### src/include/adcosc_pkg.sv
package adcosc_pkg;
    localparam logic [11:0] ADCOSC_OFF_CTRL_FIRST  = 12'h0D6 << 2;
    localparam logic [11:0] ADCOSC_OFF_CTRL_SECOND = 12'h0D7 << 2;
    localparam logic [11:0] ADCOSC_OFF_RESULT      = 12'h0D8 << 2;
    localparam logic [11:0] ADCOSC_OFF_STATUS      = 12'h0D9 << 2;
    localparam logic [7:0]  ADCOSC_RST_FIRST       = 8'h00;
    localparam logic [7:0]  ADCOSC_RST_SECOND      = 8'h00;
    // First control register fields
    localparam int ADCOSC_F_CH_LO    = 0;
    localparam int ADCOSC_F_MODE     = 3;
    localparam int ADCOSC_F_GRP_EN   = 4;
    localparam int ADCOSC_F_TRIG_SRC = 5;
    localparam int ADCOSC_F_START    = 6;
    localparam int ADCOSC_F_CKS_LO   = 7;
    // Second control register fields
    localparam int ADCOSC_F_RES      = 3;
    localparam int ADCOSC_F_CKS_HI   = 4;
    localparam int ADCOSC_F_REF_CON  = 5;
    localparam logic [2:0] ADCOSC_CH_FIRST = 3'h4;
    localparam logic [9:0] ADCOSC_FULL10   = 10'h3FF;
    localparam logic [9:0] ADCOSC_FULL8    = 10'h0FF;
    typedef enum logic [1:0] {
        ADCOSC_CLK_F4   = 2'b00,
        ADCOSC_CLK_F2   = 2'b01,
        ADCOSC_CLK_F1   = 2'b10,
        ADCOSC_CLK_RING = 2'b11
    } adcosc_clk_t;
    typedef enum logic [1:0] {
        ADCOSC_IDLE = 2'b00,
        ADCOSC_CONV = 2'b01,
        ADCOSC_DONE = 2'b10
    } adcosc_state_t;
endpackage : adcosc_pkg

### src/adcosc_top.sv
// Implementation choice: the AXI4-Lite slave port.
module adcosc_top (
    input  wire logic        MCLK_IN,
    input  wire logic        RST_B_IN,
    input  wire logic [11:0] S_AXI_AWADDR_IN,
    input  wire logic        S_AXI_AWVALID_IN,
    output logic             S_AXI_AWREADY_OUT,
    input  wire logic [31:0] S_AXI_WDATA_IN,
    input  wire logic [3:0]  S_AXI_WSTRB_IN,
    input  wire logic        S_AXI_WVALID_IN,
    output logic             S_AXI_WREADY_OUT,
    output logic [1:0]       S_AXI_BRESP_OUT,
    output logic             S_AXI_BVALID_OUT,
    input  wire logic        S_AXI_BREADY_IN,
    input  wire logic [11:0] S_AXI_ARADDR_IN,
    input  wire logic        S_AXI_ARVALID_IN,
    output logic             S_AXI_ARREADY_OUT,
    output logic [31:0]      S_AXI_RDATA_OUT,
    output logic [1:0]       S_AXI_RRESP_OUT,
    output logic             S_AXI_RVALID_OUT,
    input  wire logic        S_AXI_RREADY_IN,
    input  wire logic        CAPTURE_REQ_IN,
    output logic             CONV_START_OUT,
    output logic             CONV_ABORT_OUT,
    input  wire logic        CONV_DONE_IN,
    input  wire logic [9:0]  CONV_DATA_IN,
    input  wire logic        CONV_OVER_REF_IN,
    output logic [3:0]       INPUT_SELECT_OUT,
    output logic             TEN_BIT_OUT,
    output logic [1:0]       CLOCK_SELECT_OUT,
    output logic             REF_CONNECT_OUT,
    output logic             CONV_BUSY_OUT,
    output logic             CONV_IRQ_OUT
);
    logic [7:0]                ctrl_first_ff;
    logic [7:0]                ctrl_second_ff;
    logic [9:0]                result_ff;
    adcosc_pkg::adcosc_state_t state_ff;
    logic                      aw_held_ff;
    logic                      w_held_ff;
    logic [11:0]               awaddr_ff;
    logic [31:0]               wdata_ff;
    logic [3:0]                wstrb_ff;
    logic                      bvalid_ff;
    logic [1:0]                bresp_ff;
    logic                      rvalid_ff;
    logic [31:0]               rdata_ff;
    logic [1:0]                rresp_ff;
    logic                      start_ff;
    logic                      abort_ff;
    logic                      irq_ff;
    logic [2:0]                cap_sync_ff;
    logic                      cap_level_ff;
    logic                      wr_fire;
    logic                      wr_first;
    logic                      wr_second;
    logic                      wr_start_one;
    logic                      wr_start_zero;
    logic                      cap_event;
    logic                      begin_conv;
    logic                      trig_capture;
    logic                      conv_end;
    logic [7:0]                ctrl_view;
    logic [3:0]                sel_ff;
    wire [3:0]                 nxt_sel;

    // Write channel acceptance, address and data in either order
    assign S_AXI_AWREADY_OUT = !aw_held_ff && !bvalid_ff;
    assign S_AXI_WREADY_OUT  = !w_held_ff && !bvalid_ff;
    assign S_AXI_BVALID_OUT  = bvalid_ff;
    assign S_AXI_BRESP_OUT   = bresp_ff;
    assign S_AXI_ARREADY_OUT = !rvalid_ff;
    assign S_AXI_RVALID_OUT  = rvalid_ff;
    assign S_AXI_RDATA_OUT   = rdata_ff;
    assign S_AXI_RRESP_OUT   = rresp_ff;

    always_ff @(posedge MCLK_IN) begin
        if (!RST_B_IN) begin
            aw_held_ff <= 1'b0;
            w_held_ff  <= 1'b0;
            awaddr_ff  <= 12'h000;
            wdata_ff   <= 32'h0000_0000;
            wstrb_ff   <= 4'h0;
        end else if (wr_fire) begin
            aw_held_ff <= 1'b0;
            w_held_ff  <= 1'b0;
        end else begin
            if (S_AXI_AWVALID_IN && S_AXI_AWREADY_OUT) begin
                aw_held_ff <= 1'b1;
                awaddr_ff  <= S_AXI_AWADDR_IN;
            end
            if (S_AXI_WVALID_IN && S_AXI_WREADY_OUT) begin
                w_held_ff <= 1'b1;
                wdata_ff  <= S_AXI_WDATA_IN;
                wstrb_ff  <= S_AXI_WSTRB_IN;
            end
        end
    end

    // Register write decode, lane 0 carries the 8-bit registers
    assign wr_fire   = aw_held_ff && w_held_ff;
    assign wr_first  = wr_fire && wstrb_ff[0]
                       && (awaddr_ff[11:2] == adcosc_pkg::ADCOSC_OFF_CTRL_FIRST[11:2]);
    assign wr_second = wr_fire && wstrb_ff[0]
                       && (awaddr_ff[11:2] == adcosc_pkg::ADCOSC_OFF_CTRL_SECOND[11:2]);
    assign wr_start_one  = wr_first && wdata_ff[adcosc_pkg::ADCOSC_F_START];
    assign wr_start_zero = wr_first && !wdata_ff[adcosc_pkg::ADCOSC_F_START];

    // Write response; unmapped addresses answer SLVERR
    always_ff @(posedge MCLK_IN) begin
        if (!RST_B_IN) begin
            bvalid_ff <= 1'b0;
            bresp_ff  <= 2'b00;
        end else if (wr_fire) begin
            bvalid_ff <= 1'b1;
            bresp_ff  <= (awaddr_ff[11:2] == adcosc_pkg::ADCOSC_OFF_CTRL_FIRST[11:2]
                          || awaddr_ff[11:2] == adcosc_pkg::ADCOSC_OFF_CTRL_SECOND[11:2])
                         ? 2'b00 : 2'b10;
        end else if (S_AXI_BREADY_IN) begin
            bvalid_ff <= 1'b0;
        end
    end

    // Read path, one cycle after address acceptance
    always_ff @(posedge MCLK_IN) begin
        if (!RST_B_IN) begin
            rvalid_ff <= 1'b0;
            rdata_ff  <= 32'h0000_0000;
            rresp_ff  <= 2'b00;
        end else if (S_AXI_ARVALID_IN && S_AXI_ARREADY_OUT) begin
            rvalid_ff <= 1'b1;
            rresp_ff  <= 2'b00;
            case (S_AXI_ARADDR_IN[11:2])
                adcosc_pkg::ADCOSC_OFF_CTRL_FIRST[11:2]:  rdata_ff <= {24'h000000, ctrl_first_ff};
                adcosc_pkg::ADCOSC_OFF_CTRL_SECOND[11:2]: rdata_ff <= {24'h000000, ctrl_second_ff};
                adcosc_pkg::ADCOSC_OFF_RESULT[11:2]:      rdata_ff <= {22'h000000, result_ff};
                adcosc_pkg::ADCOSC_OFF_STATUS[11:2]:      rdata_ff <= {30'h00000000, state_ff};
                default: begin
                    rdata_ff <= 32'h0000_0000;
                    rresp_ff <= 2'b10;
                end
            endcase
        end else if (S_AXI_RREADY_IN) begin
            rvalid_ff <= 1'b0;
        end
    end

    // Capture request synchroniser, edge once stages two and three agree
    always_ff @(posedge MCLK_IN) begin
        if (!RST_B_IN) begin
            cap_sync_ff  <= 3'b000;
            cap_level_ff <= 1'b0;
        end else begin
            cap_sync_ff <= {cap_sync_ff[1:0], CAPTURE_REQ_IN};
            if (cap_sync_ff[2] == cap_sync_ff[1]) begin
                cap_level_ff <= cap_sync_ff[2];
            end
        end
    end
    assign cap_event = (cap_sync_ff[2] == cap_sync_ff[1]) && cap_sync_ff[2] && !cap_level_ff;

    // Start conditions per trigger source
    assign trig_capture = ctrl_first_ff[adcosc_pkg::ADCOSC_F_TRIG_SRC];
    // Start checks see a same-cycle write, so one write can enable and start
    assign ctrl_view  = wr_first ? wdata_ff[7:0] : ctrl_first_ff;
    assign begin_conv = (state_ff == adcosc_pkg::ADCOSC_IDLE)
                        && ctrl_view[adcosc_pkg::ADCOSC_F_GRP_EN]
                        && !ctrl_view[adcosc_pkg::ADCOSC_F_MODE]
                        && (ctrl_view[adcosc_pkg::ADCOSC_F_TRIG_SRC]
                            ? (cap_event && ctrl_view[adcosc_pkg::ADCOSC_F_START])
                            : wr_start_one);
    assign conv_end = (state_ff == adcosc_pkg::ADCOSC_CONV) && CONV_DONE_IN && !wr_start_zero;

    // Conversion sequencer: one conversion per start
    always_ff @(posedge MCLK_IN) begin
        if (!RST_B_IN) begin
            state_ff <= adcosc_pkg::ADCOSC_IDLE;
        end else begin
            case (state_ff)
                adcosc_pkg::ADCOSC_IDLE: begin
                    if (begin_conv) begin
                        state_ff <= adcosc_pkg::ADCOSC_CONV;
                    end
                end
                adcosc_pkg::ADCOSC_CONV: begin
                    if (wr_start_zero) begin
                        state_ff <= adcosc_pkg::ADCOSC_IDLE;
                    end else if (CONV_DONE_IN) begin
                        state_ff <= adcosc_pkg::ADCOSC_DONE;
                    end
                end
                adcosc_pkg::ADCOSC_DONE: state_ff <= adcosc_pkg::ADCOSC_IDLE;
                default: state_ff <= adcosc_pkg::ADCOSC_IDLE;
            endcase
        end
    end

    // Control registers; completion clears the start flag unless the capture trigger source is selected
    always_ff @(posedge MCLK_IN) begin
        if (!RST_B_IN) begin
            ctrl_first_ff  <= adcosc_pkg::ADCOSC_RST_FIRST;
            ctrl_second_ff <= adcosc_pkg::ADCOSC_RST_SECOND;
        end else begin
            if (wr_first) begin
                ctrl_first_ff <= wdata_ff[7:0];
            end
            if (wr_second) begin
                ctrl_second_ff <= wdata_ff[7:0];
            end
            if (conv_end && !trig_capture) begin
                ctrl_first_ff[adcosc_pkg::ADCOSC_F_START] <= 1'b0;
            end
        end
    end

    // Result capture with full-scale clamp
    always_ff @(posedge MCLK_IN) begin
        if (!RST_B_IN) begin
            result_ff <= 10'h000;
        end else if (conv_end) begin
            if (ctrl_second_ff[adcosc_pkg::ADCOSC_F_RES]) begin
                result_ff <= CONV_OVER_REF_IN ? adcosc_pkg::ADCOSC_FULL10 : CONV_DATA_IN;
            end else begin
                result_ff <= CONV_OVER_REF_IN ? adcosc_pkg::ADCOSC_FULL8
                                              : {2'b00, CONV_DATA_IN[9:2]};
            end
        end
    end

    // Core strobes and completion interrupt pulse
    always_ff @(posedge MCLK_IN) begin
        if (!RST_B_IN) begin
            start_ff <= 1'b0;
            abort_ff <= 1'b0;
            irq_ff   <= 1'b0;
        end else begin
            start_ff <= begin_conv;
            abort_ff <= (state_ff == adcosc_pkg::ADCOSC_CONV) && wr_start_zero;
            irq_ff   <= conv_end;
        end
    end

    assign CONV_START_OUT   = start_ff;
    assign CONV_ABORT_OUT   = abort_ff;
    assign CONV_IRQ_OUT     = irq_ff;
    assign CONV_BUSY_OUT    = (state_ff == adcosc_pkg::ADCOSC_CONV);
    // Input select decode: one line per input four..seven, all low when disabled
    for (genvar g = 0; g < 4; g++) begin : g_sel
        assign nxt_sel[g] = ctrl_first_ff[adcosc_pkg::ADCOSC_F_GRP_EN]
                            && ctrl_first_ff[2]
                            && (ctrl_first_ff[1:0] == 2'(g));
    end

    // Input select flops, so the mux never sees decode glitches
    always_ff @(posedge MCLK_IN) begin
        if (!RST_B_IN) begin
            sel_ff <= 4'h0;
        end else begin
            sel_ff <= nxt_sel;
        end
    end
    assign INPUT_SELECT_OUT = sel_ff;
    assign TEN_BIT_OUT      = ctrl_second_ff[adcosc_pkg::ADCOSC_F_RES];
    assign CLOCK_SELECT_OUT = {ctrl_second_ff[adcosc_pkg::ADCOSC_F_CKS_HI],
                               ctrl_first_ff[adcosc_pkg::ADCOSC_F_CKS_LO]};
    assign REF_CONNECT_OUT  = ctrl_second_ff[adcosc_pkg::ADCOSC_F_REF_CON];
endmodule : adcosc_top

### config.mk
export PLATFORM = sky130hd
export DESIGN_NAME = adcosc_top
export DESIGN_NICKNAME = d
export VERILOG_FILES = /design/src/include/adcosc_pkg.sv /design/src/adcosc_top.sv
export SDC_FILE = /design/constraint.sdc
export NUM_CORES = 1
export LEC_CHECK = 0
export BUFFER_PORTS_ARGS = -buffer_cell sky130_fd_sc_hd__buf_2
export CAP_MARGIN = 15
export CORE_UTILIZATION = 35
export CTS_BUF_LIST = sky130_fd_sc_hd__clkbuf_4 sky130_fd_sc_hd__clkbuf_8
export CTS_CLUSTER_SIZE = 10
export DETAILED_ROUTE_END_ITERATION = 6
export SLEW_MARGIN = 15
export SYNTH_ARGS = -nofsm -noshare
export SYNTH_HDL_FRONTEND = slang
export SYNTH_SLANG_ARGS = --single-unit
### constraint.sdc
create_clock -name MCLK_IN -period 5.1 [get_ports MCLK_IN]
set_clock_uncertainty 0.2 [all_clocks]
set_input_delay 1.02 -clock MCLK_IN [delete_from_list [all_inputs] [get_ports MCLK_IN]]
set_output_delay 1.02 -clock MCLK_IN [all_outputs]
set_load 0.005 [all_outputs]
==> results.tsv <==
metric	value	unit
status	finished clean	
post-DP HPWL	5244	um
Hold Path End	cap_sync_ff[1]	
CTS H-tree lvls	3	
CTS buffer count	9	
Final Cycle Share	0.4899	
final std cell area, no fill	3836	sq um
Fin Setup TNS	0	ps
core area	8891	sq um
Site Rows	34	
NumNets Final	506	
largest net degree at the start of global routing	60	
vias in the first global route	2533	
worst path cell trace	buf_2	
TritonRoute pass-1 iters	5	
HP Start	cap_sync_ff[0]	
synthesized area	3278	sq um
commonest non-fill, non-tap cells in the layout	buf_2, dfxtp_1, nand2_1	
wire per inst	13.37	um
peak per-stage delay on the critical path	720	ps
1st-iter DRT viols	97	
Resized cells post-CTS	0	
first-pass GRT wire length	11650	um
leak pwr	0.001756	uW
yosys synthesis warning count	0	
# Post-CTS Setup Buffers	0	
DRT Wirelength	7182	um
r2r endpoint	result_ff[2]	
Gate power share	0.070	
switching pwr	279.4	uW
worst r2r src	w_held_ff	
switching share of power	0.2269	
CP Class	reg -> out	
Async S/R FF share, synth	0	
Hold Crit Class	reg -> reg	
area grow syn2layout	17.02	%
Layout fillers	882	
Max-Cap Viols	0	
VDD IR-drop max	120.2	uV
CTS Buffer Depth	2	
CTS tree	done	
Setup crit start kind	flop	
Seq/Total Area, Yosys	0.4519	
Initial Utilization	0.3687	
reg2reg path depth	4	
Sink Count	74	
slowest CP cell	dfxtp_1	
commonest non-fill, non-tap cell in the layout	buf_2	
die height	98.78	um
GR Util All Layers	0.1518	
met2 WL	3514	um
Main synth FF type	dfxtp_1	
Reg2Reg Setup Slack	2830	ps
Root Driver	clkbuf_8	
non-filler cells, final	537	
Clock transition at path regs	70	ps
Routed Antenna Nets	0	
Rel. slew slack	0.3337	
Die Wd	98.78	um
Finish-stage setup viols	0	
Yosys cell types	44	
Worst-Skew Late Latency	340	ps
data arrival time of the critical path	1280	ps
FF+latch count, synth	74	
grt ovf	0	
kind of end point of the critical path	output port	
port bufs	77	
Hold Vio Cnt, Final	0	
drt drc	0	
Final Util	0.4315	
Achievable Freq	400.2	MHz
number of flops mapped to enable cells by yosys	0	
routed wire length on met3	260	um
Cells after DPL	522	
fin crit period	2499	ps
RSZ-0062 raised after global routing	no	
CP bufs+invs	1	
Critical Path Fanout Max	21	
Hold Crit Depth	1	
Post-Syn Instances	361	
# IOs	133	
fin. max-slew vios	0	
Final GP Congestion	0.7819	
DP Area	3597	sq um
via-per-instance ratio	4.935	
routed metal-1 wirelength	3334	um
largest delay contributor family on the critical path	flip-flops	
Flop pwr share	0.490	
Int Power	952.4	uW
layout cells sized above 1	0.2494	
syn avg cell area	9.081	sq um
CTS Hold Bufs	0	
antenna violations before repair	0	
WP data required	3880	ps
cell area power density	321.1	nW/um^2
critical path depth	1	
Clock Power Share	0.440	
Worst Max-Slew Pin Slew	998.0	ps
top layer in use	met4	
ANT cells	0	
via count	2650	
full die area	9757	sq um
==> power groups by stage <==
stage	Clock, uW	Combinational, uW	Sequential [uW]
floorplan	0	66.6	614
global placement	0	85.0	617
detailed placement	0	86.5	618
CTS	554	86.5	604
global route	580	98.2	607
finish	542	85.7	604
==> cells by family (layout without fill, tap and decap cells) <==
family	count (synthesis)	after routing	share of synthesized area
and+or+nand+nor	132	132	0.2126
AOI/OAI and AO/OA	76	76	0.1531
DFF	74	74	0.4519
other	1	24	0.001144
adders and majority gates	1	1	0.003816
muxes	27	27	0.08626
buffers and inverters	50	95	0.09122
==> state kept, by name (all words and copies together) (netlist names), 2 cells and up <==
| name | count |
|---|---|
| S_AXI_RDATA_OUT | 10 |
| ctrl_second_ff | 8 |
| wdata_ff | 8 |
| ctrl_first_ff | 8 |
| cap_sync_ff | 3 |
| result_ff | 10 |
| state_ff | 2 |
| awaddr_ff | 10 |
| INPUT_SELECT_OUT | 4 |
==> metal layers <==
layer | vias up | track usage
met5 | - | 0
met4 | 0 | 0.06429
met3 | 4 | 0.03901
met2 | 58 | 0.2517
met1 | 1248 | 0.1868
li1 | 1340 | -
==> Yosys cell counts (3+ instances only) <==
master | number | area, sq um
nor2_1 | 30 | 112.6
a2bb2oi_1 | 6 | 52.55
clkbuf_1 | 16 | 60.06
a21oi_1 | 34 | 170.2
and3_1 | 5 | 31.28
a22oi_1 | 8 | 60.06
buf_4 | 27 | 202.7
nor3b_1 | 4 | 30.03
nor2b_1 | 11 | 68.82
and2_1 | 8 | 50.05
o211ai_1 | 3 | 22.52
a211oi_1 | 17 | 127.6
nand2b_1 | 4 | 25.02
mux2_2 | 6 | 67.56
nand4_1 | 3 | 18.77
dfxtp_1 | 74 | 1481
mux2i_1 | 20 | 200.2
nand2_1 | 49 | 183.9
==> worst max path at each step <==
stage | startpoint | end | slack, ps
2_1_floorplan | S_AXI_ARADDR_IN[2] | S_AXI_RDATA_OUT[3] | 2740
5_1_grt | ctrl_second_ff[3] | TEN_BIT_OUT | 2500
4_1_cts | ctrl_second_ff[3] | TEN_BIT_OUT | 2570
3_3_place_gp | S_AXI_ARADDR_IN[2] | S_AXI_RDATA_OUT[3] | 2360
6_report | ctrl_second_ff[3] | TEN_BIT_OUT | 2600
3_5_place_dp | S_AXI_ARADDR_IN[2] | S_AXI_RDATA_OUT[3] | 2380
==> worst reg2reg max path: stages, from the launching register on <==
cell and delay [ps]:
dfxtp_1 420, and4_1 360, nand4_1 460, and2_1 490, a211oi_1 260
==> through the flow <==
stage | setup slack (ps) | hold WS, ps | total power, uW
floorplan | 2741 | 211.9 | 680.3
global placement | 2363 | 227.1 | 702.0
detailed placement | 2381 | 227.1 | 704.0
CTS | 2567 | 245.6 | 1245
global route | 2499 | 278.5 | 1284
finish | 2601 | 242.1 | 1232
==> layout make-up <==
class                      count  area (sq um)  share of cell area
inverter                       3         11.26            0.002935
clock inverter                 6         115.1             0.03001
multi-input combinational    260          1584              0.4129
sequential                    74          1481              0.3862
tap                          108         135.1             0.03523
timing repair buffer          77         385.4              0.1005
clock buffer                   9         123.9             0.03229
(Power assumes the default switching activity.)
